File: config.mk
export PLATFORM = sky130hd
export DESIGN_NAME = charger_smbus_ctrl
export DESIGN_NICKNAME = d
export VERILOG_FILES = /design/src/logic/charger_pkg.sv /design/src/logic/pin_sync.sv /design/src/logic/current_mapper.sv /design/src/logic/charger_smbus_ctrl.sv
export SDC_FILE = /design/constraint.sdc
export NUM_CORES = 1
export LEC_CHECK = 0
export BUFFER_PORTS_ARGS = -buffer_cell sky130_fd_sc_hd__buf_2
export CAP_MARGIN = 30
export CORE_MARGIN = 2
export CORE_UTILIZATION = 55
export CTS_CLUSTER_SIZE = 8
export DETAILED_ROUTE_END_ITERATION = 16
export PLACE_DENSITY = 0.78
export SYNTH_ARGS = -nofsm -noshare
export SYNTH_HDL_FRONTEND = slang
export SYNTH_SLANG_ARGS = --single-unit
File: constraint.sdc
create_clock -name clk_sys -period 2.51 [get_ports clk_sys]
set_clock_uncertainty 0.05 [all_clocks]
set_input_delay 0.251 -clock clk_sys [delete_from_list [all_inputs] [get_ports clk_sys]]
set_output_delay 0.251 -clock clk_sys [all_outputs]
set_load 0.005 [all_outputs]
File: src/logic/charger_pkg.sv
package charger_pkg;

	// Bus addressing and command codes
	localparam logic [6:0] DEV_ADDR = 7'h09;
	localparam logic [6:0] ALERT_ADDR = 7'h19;
	localparam logic [7:0] ALERT_REPLY = 8'h13;
	localparam logic [7:0] CMD_MODE = 8'h12;
	localparam logic [7:0] CMD_STATUS = 8'h13;
	localparam logic [7:0] CMD_CURRENT = 8'h14;
	localparam logic [7:0] CMD_VOLTAGE = 8'h15;
	localparam logic [7:0] CMD_ALARM = 8'h16;

	// Control word field positions and reset values
	localparam int MODE_INHIBIT = 0;
	localparam int MODE_POR = 2;
	localparam int MODE_BP_MASK = 5;
	localparam int MODE_PF_MASK = 6;
	localparam int MODE_OVERTEMP_HALT_ENABLE = 10;
	localparam logic RST_INHIBIT = 1'b0;
	localparam logic RST_BP_MASK = 1'b0;
	localparam logic RST_PF_MASK = 1'b1;
	localparam logic RST_OVERTEMP_HALT_ENABLE = 1'b1;

	// Alarm word bits that lock charging out
	localparam int ALARM_OVERCHARGE = 15;
	localparam int ALARM_STOP = 14;
	localparam int ALARM_OVERTEMP = 12;

	// Set point values
	localparam logic [15:0] VOLT_RESET = 16'h47F0;
	localparam logic [15:0] VOLT_MAX = 16'h47F0;
	localparam logic [15:0] VOLT_POR_CMD = 16'hFFFF;
	localparam logic [15:0] VOLT_MIN = 16'h0010;
	localparam logic [15:0] CURR_RESET = 16'h0007;
	localparam logic [15:0] CURR_DAC_MIN = 16'h0080;
	localparam int VOLT_IGNORED_BITS = 4;
	localparam int DAC_LSB = 7;
	localparam int DAC_W = 5;
	localparam logic [15:0] FS_THR_GND = 16'h0380;
	localparam logic [15:0] FS_THR_OPEN = 16'h0B80;
	localparam logic [15:0] FS_THR_RAIL = 16'h0F80;

	// Status word positions
	localparam int ST_CHG_OFF = 0;
	localparam int ST_VNOTREG = 2;
	localparam int ST_INOTREG = 3;
	localparam int ST_LEVEL2 = 4;
	localparam int ST_CURR_OR = 6;
	localparam int ST_VOLT_OR = 7;
	localparam int ST_TH_OPEN = 8;
	localparam int ST_TH_COLD = 9;
	localparam int ST_TH_HOT = 10;
	localparam int ST_TH_UR = 11;
	localparam int ST_ALARM = 12;
	localparam int ST_PFAIL = 13;
	localparam int ST_BATT = 14;
	localparam int ST_ACPRES = 15;

	typedef enum logic [1:0] {
		RANGE_GND = 2'b00,
		RANGE_OPEN = 2'b01,
		RANGE_RAIL = 2'b10
	} range_e;

	typedef enum logic [2:0] {
		ST_IDLE = 3'b000,
		ST_RX = 3'b001,
		ST_RACK = 3'b010,
		ST_TX = 3'b011,
		ST_TACK = 3'b100
	} bus_state_e;

	typedef enum logic [2:0] {
		PH_ADDR = 3'b000,
		PH_CMD = 3'b001,
		PH_DLO = 3'b010,
		PH_DHI = 3'b011,
		PH_DONE = 3'b100
	} phase_e;

	// Comparator and strap levels from the analog side
	typedef struct packed {
		logic input_power;
		logic power_fail;
		logic thermal_sensor_open;
		logic thermal_sensor_cold;
		logic thermal_sensor_overheat;
		logic thermal_sensor_underrange;
		logic output_overvolt_flag;
		logic volt_loop_inactive;
		logic current_loop_inactive;
		range_e range_strap;
	} sense_s;

	// Set points and enables to the analog side
	typedef struct packed {
		logic [15:0] volt_setpoint;
		logic [4:0] current_dac_code;
		logic sw_reg_en;
		logic trickle_source;
		logic gate_hold;
	} drive_s;

	function automatic logic [4:0] full_scale_code(input range_e r);
		logic [15:0] thr;
		case (r)
			RANGE_GND: thr = FS_THR_GND;
			RANGE_OPEN: thr = FS_THR_OPEN;
			default: thr = FS_THR_RAIL;
		endcase
		return thr[DAC_LSB +: DAC_W];
	endfunction

endpackage

File: src/logic/pin_sync.sv
`timescale 1ns/10ps
module pin_sync #(
	parameter int W = 1
) (
	// Clock and reset
	input wire logic clk_sys,
	input wire logic rst,
	// Levels
	input wire logic [W-1:0] d,
	output logic [W-1:0] q
);
	logic [W-1:0] meta_reg;

	// First stage feeds the second stage only
	always_ff @(posedge clk_sys) begin
		if (rst) begin
			meta_reg <= '0;
			q <= '0;
		end else begin
			meta_reg <= d;
			q <= meta_reg;
		end
	end
endmodule

File: src/logic/current_mapper.sv
`timescale 1ns/10ps
module current_mapper
	import charger_pkg::*;
(
	// Current word and strap
	input wire logic [15:0] curr_word,
	input wire range_e range_sel,
	// Decoded result
	output logic [4:0] dac_code,
	output logic over_range,
	output logic trickle_band
);
	logic [4:0] fs;
	logic [4:0] raw;

	assign fs = full_scale_code(range_sel);
	assign raw = curr_word[DAC_LSB +: DAC_W];
	// Bits above the DAC field are over range for every strap setting
	assign over_range = (|curr_word[15:DAC_LSB+DAC_W]) || (raw > fs);
	assign dac_code = over_range ? fs : raw;
	assign trickle_band = (curr_word != 16'h0000) && (curr_word < CURR_DAC_MIN);
endmodule

File: src/logic/charger_smbus_ctrl.sv
`timescale 1ns/10ps
module charger_smbus_ctrl
	import charger_pkg::*;
(
	// Clock and reset
	input wire logic clk_sys,
	input wire logic rst,
	// Serial bus
	input wire logic scl_in,
	input wire logic sda_in,
	output logic sda_out,
	output logic sda_oe,
	// Interrupt pin, open drain
	output logic alert_out,
	output logic alert_oe,
	// Analog side
	input wire sense_s sense,
	output drive_s drive
);
	localparam int SYNC_W = $bits(sense_s) + 2;

	logic scl_s, sda_s, scl_d, sda_d;
	sense_s sn;
	logic scl_rise, scl_fall, bus_start, bus_stop, byte_done, batt;

	bus_state_e state_reg;
	phase_e phase_reg, phase_next;
	logic [3:0] bit_cnt_reg;
	logic [7:0] shift_reg, cmd_reg, data_lo_reg, tx_hi_reg;
	logic tx_more_reg, go_tx_reg, ack_seen_reg, oe_reg;
	logic ack_ok, go_tx, tx_more, wr_fire, int_clr;
	logic [7:0] tx_first, tx_second;
	logic [15:0] wr_data;

	logic inhibit_reg, bp_mask_reg, pf_mask_reg, overtemp_halt_enable_reg;
	logic [15:0] volt_reg, curr_reg;
	logic alarm_reg, hot_reg, int_pend_reg;
	logic bp_d, pf_d, ac_d;
	logic [15:0] status;
	logic [15:0] volt_masked;
	logic volt_or, volt_ok, hot_halt, chg_off, charge_block;
	logic [4:0] dac;
	logic curr_or, trickle_band, sw_en;
	logic wr_mode, wr_volt, wr_curr, wr_alarm, por_wr;

	pin_sync #(.W(SYNC_W)) u_sync (
		.clk_sys(clk_sys),
		.rst(rst),
		.d({scl_in, sda_in, sense}),
		.q({scl_s, sda_s, sn})
	);

	current_mapper u_map (
		.curr_word(curr_reg),
		.range_sel(sn.range_strap),
		.dac_code(dac),
		.over_range(curr_or),
		.trickle_band(trickle_band)
	);

	always_ff @(posedge clk_sys) begin
		if (rst) begin
			scl_d <= 1'b1;
			sda_d <= 1'b1;
		end else begin
			scl_d <= scl_s;
			sda_d <= sda_s;
		end
	end

	assign scl_rise = scl_s & ~scl_d;
	assign scl_fall = ~scl_s & scl_d;
	assign bus_start = scl_s & scl_d & sda_d & ~sda_s;
	assign bus_stop = scl_s & scl_d & ~sda_d & sda_s;
	assign byte_done = (state_reg == ST_RX) && scl_fall && (bit_cnt_reg == 4'h8);
	assign batt = ~sn.thermal_sensor_open;

	// Byte decoder: decides acknowledge, next phase and what to send
	always_comb begin
		ack_ok = 1'b0;
		go_tx = 1'b0;
		tx_more = 1'b0;
		wr_fire = 1'b0;
		int_clr = 1'b0;
		tx_first = 8'h00;
		tx_second = 8'h00;
		phase_next = PH_DONE;
		wr_data = {shift_reg, data_lo_reg};
		if (byte_done) begin
			case (phase_reg)
				PH_ADDR: begin
					if (shift_reg == {DEV_ADDR, 1'b0}) begin
						ack_ok = 1'b1;
						phase_next = PH_CMD;
					end else if (shift_reg == {DEV_ADDR, 1'b1} &&
							cmd_reg == CMD_STATUS) begin
						ack_ok = 1'b1;
						go_tx = 1'b1;
						tx_more = 1'b1;
						tx_first = status[7:0];
						tx_second = status[15:8];
						int_clr = 1'b1;
					end else if (shift_reg == {ALERT_ADDR, 1'b1} &&
							int_pend_reg) begin
						ack_ok = 1'b1;
						go_tx = 1'b1;
						tx_first = ALERT_REPLY;
						int_clr = 1'b1;
					end
				end
				PH_CMD: begin
					if (shift_reg >= CMD_MODE && shift_reg <= CMD_ALARM) begin
						ack_ok = 1'b1;
						phase_next = PH_DLO;
					end
				end
				PH_DLO: begin
					if (cmd_reg != CMD_STATUS) begin
						ack_ok = 1'b1;
						phase_next = PH_DHI;
					end
				end
				PH_DHI: begin
					ack_ok = 1'b1;
					wr_fire = 1'b1;
				end
				default: ack_ok = 1'b0;
			endcase
		end
	end

	// Bus state machine; only ever answers, never drives a start
	always_ff @(posedge clk_sys) begin
		if (rst) begin
			state_reg <= ST_IDLE;
			phase_reg <= PH_ADDR;
			bit_cnt_reg <= 4'h0;
			shift_reg <= 8'h00;
			cmd_reg <= 8'h00;
			data_lo_reg <= 8'h00;
			tx_hi_reg <= 8'h00;
			tx_more_reg <= 1'b0;
			go_tx_reg <= 1'b0;
			ack_seen_reg <= 1'b0;
			oe_reg <= 1'b0;
		end else if (bus_stop) begin
			state_reg <= ST_IDLE;
			oe_reg <= 1'b0;
		end else if (bus_start) begin
			// Repeated start keeps the command for the read that follows
			state_reg <= ST_RX;
			phase_reg <= PH_ADDR;
			bit_cnt_reg <= 4'h0;
			oe_reg <= 1'b0;
		end else begin
			case (state_reg)
				ST_RX: begin
					if (scl_rise && bit_cnt_reg != 4'h8) begin
						shift_reg <= {shift_reg[6:0], sda_s};
						bit_cnt_reg <= bit_cnt_reg + 4'h1;
					end else if (byte_done) begin
						if (phase_reg == PH_CMD) begin
							cmd_reg <= shift_reg;
						end
						if (phase_reg == PH_DLO) begin
							data_lo_reg <= shift_reg;
						end
						phase_reg <= phase_next;
						go_tx_reg <= go_tx;
						tx_more_reg <= tx_more;
						tx_hi_reg <= tx_second;
						if (go_tx) begin
							shift_reg <= tx_first;
						end
						oe_reg <= ack_ok;
						state_reg <= ack_ok ? ST_RACK : ST_IDLE;
					end
				end
				ST_RACK: begin
					if (scl_fall) begin
						bit_cnt_reg <= 4'h0;
						if (go_tx_reg) begin
							oe_reg <= ~shift_reg[7];
							state_reg <= ST_TX;
						end else begin
							oe_reg <= 1'b0;
							state_reg <= ST_RX;
						end
					end
				end
				ST_TX: begin
					if (scl_fall) begin
						if (bit_cnt_reg == 4'h7) begin
							oe_reg <= 1'b0;
							state_reg <= ST_TACK;
						end else begin
							oe_reg <= ~shift_reg[6];
							shift_reg <= {shift_reg[6:0], 1'b0};
							bit_cnt_reg <= bit_cnt_reg + 4'h1;
						end
					end
				end
				ST_TACK: begin
					if (scl_rise) begin
						ack_seen_reg <= ~sda_s;
					end else if (scl_fall) begin
						// High byte follows only after the master acknowledges
						if (ack_seen_reg && tx_more_reg) begin
							shift_reg <= tx_hi_reg;
							oe_reg <= ~tx_hi_reg[7];
							tx_more_reg <= 1'b0;
							bit_cnt_reg <= 4'h0;
							state_reg <= ST_TX;
						end else begin
							state_reg <= ST_IDLE;
						end
					end
				end
				default: state_reg <= ST_IDLE;
			endcase
		end
	end

	assign sda_out = 1'b0;
	assign sda_oe = oe_reg;

	assign wr_mode = wr_fire && cmd_reg == CMD_MODE;
	assign wr_volt = wr_fire && cmd_reg == CMD_VOLTAGE;
	assign wr_curr = wr_fire && cmd_reg == CMD_CURRENT;
	assign wr_alarm = wr_fire && cmd_reg == CMD_ALARM;
	assign por_wr = wr_mode && wr_data[MODE_POR];

	// Control word
	always_ff @(posedge clk_sys) begin
		if (rst) begin
			inhibit_reg <= RST_INHIBIT;
			bp_mask_reg <= RST_BP_MASK;
			pf_mask_reg <= RST_PF_MASK;
			overtemp_halt_enable_reg <= RST_OVERTEMP_HALT_ENABLE;
		end else begin
			if (wr_mode) begin
				inhibit_reg <= wr_data[MODE_INHIBIT];
				bp_mask_reg <= wr_data[MODE_BP_MASK];
				pf_mask_reg <= wr_data[MODE_PF_MASK];
				overtemp_halt_enable_reg <= wr_data[MODE_OVERTEMP_HALT_ENABLE];
			end
			if (!batt) begin
				overtemp_halt_enable_reg <= RST_OVERTEMP_HALT_ENABLE;
			end
		end
	end

	// Set points; removal wins over any write in the same cycle
	always_ff @(posedge clk_sys) begin
		if (rst || !batt) begin
			volt_reg <= VOLT_RESET;
			curr_reg <= CURR_RESET;
		end else if (por_wr) begin
			volt_reg <= VOLT_POR_CMD;
			curr_reg <= CURR_RESET;
		end else begin
			if (wr_volt) begin
				volt_reg <= wr_data;
			end
			if (wr_curr) begin
				curr_reg <= wr_data;
			end
		end
	end

	// Latched flags; a hot reading wins over a clear in the same cycle
	always_ff @(posedge clk_sys) begin
		if (rst) begin
			alarm_reg <= 1'b0;
			hot_reg <= 1'b0;
		end else begin
			if (!batt || por_wr || wr_volt || wr_curr) begin
				alarm_reg <= 1'b0;
			end else if (wr_alarm && (wr_data[ALARM_OVERCHARGE] ||
					wr_data[ALARM_STOP] || wr_data[ALARM_OVERTEMP])) begin
				alarm_reg <= 1'b1;
			end
			if (sn.thermal_sensor_overheat) begin
				hot_reg <= 1'b1;
			end else if (!batt || por_wr) begin
				hot_reg <= 1'b0;
			end
		end
	end

	// Interrupt; pending from reset since the block powers up with input power
	always_ff @(posedge clk_sys) begin
		if (rst) begin
			bp_d <= 1'b0;
			pf_d <= 1'b0;
			ac_d <= 1'b0;
			int_pend_reg <= 1'b1;
		end else begin
			bp_d <= batt;
			pf_d <= sn.power_fail;
			ac_d <= sn.input_power;
			if ((sn.input_power && !ac_d) ||
					((batt ^ bp_d) && !bp_mask_reg) ||
					((sn.power_fail ^ pf_d) && !pf_mask_reg)) begin
				int_pend_reg <= 1'b1;
			end else if (int_clr) begin
				int_pend_reg <= 1'b0;
			end
		end
	end

	assign alert_out = 1'b0;
	assign alert_oe = int_pend_reg;

	// Charger decisions
	assign volt_masked = {volt_reg[15:VOLT_IGNORED_BITS],
		{VOLT_IGNORED_BITS{1'b0}}};
	assign volt_or = volt_masked > VOLT_MAX;
	assign volt_ok = volt_masked >= VOLT_MIN;
	assign hot_halt = hot_reg && overtemp_halt_enable_reg &&
		!sn.thermal_sensor_underrange;
	assign chg_off = inhibit_reg || hot_halt;
	assign charge_block = chg_off || alarm_reg || !volt_ok;
	assign sw_en = !charge_block && dac != 5'h00;

	always_comb begin
		status = 16'h0000;
		status[ST_CHG_OFF] = chg_off;
		status[ST_VNOTREG] = sn.volt_loop_inactive;
		status[ST_INOTREG] = sn.current_loop_inactive;
		status[ST_LEVEL2] = 1'b1;
		status[ST_CURR_OR] = curr_or;
		status[ST_VOLT_OR] = volt_or;
		status[ST_TH_OPEN] = sn.thermal_sensor_open;
		status[ST_TH_COLD] = sn.thermal_sensor_cold;
		status[ST_TH_HOT] = hot_reg;
		status[ST_TH_UR] = sn.thermal_sensor_underrange;
		status[ST_ALARM] = alarm_reg;
		status[ST_PFAIL] = sn.power_fail;
		status[ST_BATT] = batt;
		status[ST_ACPRES] = sn.input_power;
	end

	always_ff @(posedge clk_sys) begin
		if (rst) begin
			drive <= '{volt_setpoint: VOLT_RESET, current_dac_code: 5'h00,
				sw_reg_en: 1'b0, trickle_source: 1'b0, gate_hold: 1'b1};
		end else begin
			drive.volt_setpoint <= volt_or ? VOLT_MAX : volt_masked;
			drive.current_dac_code <= sw_en ? dac : 5'h00;
			drive.sw_reg_en <= sw_en;
			drive.trickle_source <= !charge_block && trickle_band &&
				!sn.output_overvolt_flag;
			drive.gate_hold <= !sw_en;
		end
	end
endmodule

==> run metrics <==
Layout area overhead 20.4%; Total Power between 5 and 6 mW; min cycle time layout between 2000 and 2500 ps; Global Route Usage Sum around a quarter; multi-input logic area between 2000 and 3000 um2; die height a little over 100 um; arrival time at the worst endpoint around 2700 ps; distinct cell type count after synthesis between 70 and 80; worst-skew pair later-pin latency ~520 ps; pwr dens roughly 890 nW/um2; total gr overflow 0; final wirelength around 14000 um; placed insts 761; layout cell share with drive strength beyond 1 17.1%; antenna violations before repair 0; CP Cell Sequence or4_4, or2_4, or4_1, nand2_1, a21oi_1; clk slew on worst S/H paths approximately 70 ps; Root Driver clkbuf_8; # Max-Cap Violations 0; number of iterations in the first detailed-routing pass 5; commonest cells in the netlist dfxtp_1, nand2_1, a21oi_1; crit path kind reg -> reg; Core Area 9730 um2; most numerous cell in the Yosys netlist dfxtp_1; Slew @ Worst Pin approximately 590 ps; slowest cell delay on critical path roughly 800 ps; final net count ~680; Critical Path Fanout Max 16; fmax ~420 MHz; crit path buf inv count 0; Rel. slew slack just over 60%; Most used DFF post-synth dfxtp_1; Residual DRC 0; Final Wtd Congestion a little under 0.9; Mapped Cells 600; vias in the first global route between 4000 and 5000; largest net degree at the start of global routing 34; starting density of the core 56.5%; sequential cell area around 2600 um2; count of final setup violators 0; Post-synth EDFFs 0; count of standard-cell rows 36; max reg flops 20; via count 4725; H-Tree Depth 4; dpl hpwl around 9100 um; first-pass GRT wire length 22500 um; status complete, no violations; Ant. Diodes 0; final hold violation count 0; leading area contributor after synthesis dfxtp_1; Worst IR Drop VDD approximately 0.00064 V; post-synthesis area per instance between 9 and 10 um2; CTS tree yes; Hold Path Class in -> reg; DRT iter0 DRCs around 390; Yosys reg bits roughly 130; RSZ-0062 raised after global routing no; DR vias/cell about 5.9; CTS max path bufs 2; post-synthesis sequential area ratio between 40% and 50%; Post-CTS Setup Inserts 0; total leakage power approximately 2.6 nW; I/O pins 43; max-slew violations 0; DRT antenna net count 0; CP Capture Type flip-flop; worst path required time about 2900 ps; Worst setup SP type flip-flop; # fillers approximately 770; setup TNS 0 ps; clock sink count about 130; Num CTS Buffers 17; Die Wd about 100 um; Yosys warnings 0; fin crit share 94.3%; drt wl/cell between 15 and 20 um; Cell Area, Synth 5500 um2; Slowest-stage cell, CP or4_1; Die ar. ~11000 um2; synth top area cells dfxtp_1, nand2_1, mux2i_1; top-area cell type share of the netlist area 48.1%; Finished Layout Cells about 810; Port Buffer Count 36; Post-synth ARST share 0%; CP top delay family simple AND/OR/NAND/NOR gates
==> metrics by stage <==
stage,util [%],setup WS [ps],hold WS (ps),area [um2]
global route,68.1,56.2,176,6620
finish,68.1,143,168,6620
CTS,68.0,136,164,6620
floorplan,-,237,329,5520
detailed placement,60.3,165,370,5870
global placement,60.3,228,367,5870
==> worst reg2reg max path: cells and delay by family, from the launching register on <==
family / cells / cell delay, ps
flops: 1 / 330
simple gates: 4 / 1770
compound gates: 1 / 90
==> timing repair <==
action,CTS,global route
hold buffers,13,0
endpoints found under the setup margin,0,2
endpoints found under the hold margin,13,0
resized for setup,0,1
==> final cells by class <==
type                       instances  area share, %
sequential                       132           39.9
multi-input combinational        419           39.6
timing repair buffer              79           8.09
clock buffer                      18           6.46
clock inverter                    14           2.82
tap                              133           2.51
inverter                          11          0.624
==> path summary, 6_finish.rpt <==
check / start / end / slack [ps] / depth (start not counted)
worst max-delay path: cmd_reg[3] / curr_reg[14] / 140 / 5
worst min-delay path: rst / data_lo_reg[6] / 170 / 2
worst max register to register: cmd_reg[3] / curr_reg[14] / 140 / 5
worst min register to register: u_sync.meta_reg[11] / u_sync.q[11] / 380 / 1
==> power breakdown <==
group	switching [mW]	internal [mW]
clock	0.993	1.57
combinational	0.620	0.413
sequential	0.109	2.20
total	1.72	4.18
==> layout by cell type (no fill, tap or decap), types with 11 or more instances in the layout <==
cell type,n
nand2_1,67
mux2i_1,25
a21oi_1,48
dfxtp_1,132
buf_2,36
nand3_1,17
nor3_1,13
nor2b_1,33
buf_4,30
nor2_1,43
inv_1,11
dlygate4sd3_1,13
clkbuf_16,16
==> metal layers <==
| metal | vias to the layer above | GRT usage (%) | part of all wire, % |
|---|---|---|---|
| li1 | 2249 | - | - |
| met1 | 2259 | 34.4 | 44 |
| met2 | 196 | 42.0 | 47 |
| met3 | 21 | 5.45 | 6.7 |
| met4 | 0 | 8.88 | 1.9 |
| met5 | - | 0 | 0 |
==> kinds of logic after synthesis <==
kind of cell | count (synthesis) | share of synthesized area [%]
multiplexers | 25 | 4.55
XOR/XNOR | 3 | 0.478
buffers and inverters | 55 | 4.80
other | 1 | 0.0682
flip-flops | 132 | 48.1
AND/OR/NAND/NOR | 254 | 25.8
AO/OA/AOI/OAI | 126 | 15.4
adder cells (fa/ha/maj) | 4 | 0.910
No activity file was read; power rests on OpenSTA's default activity.
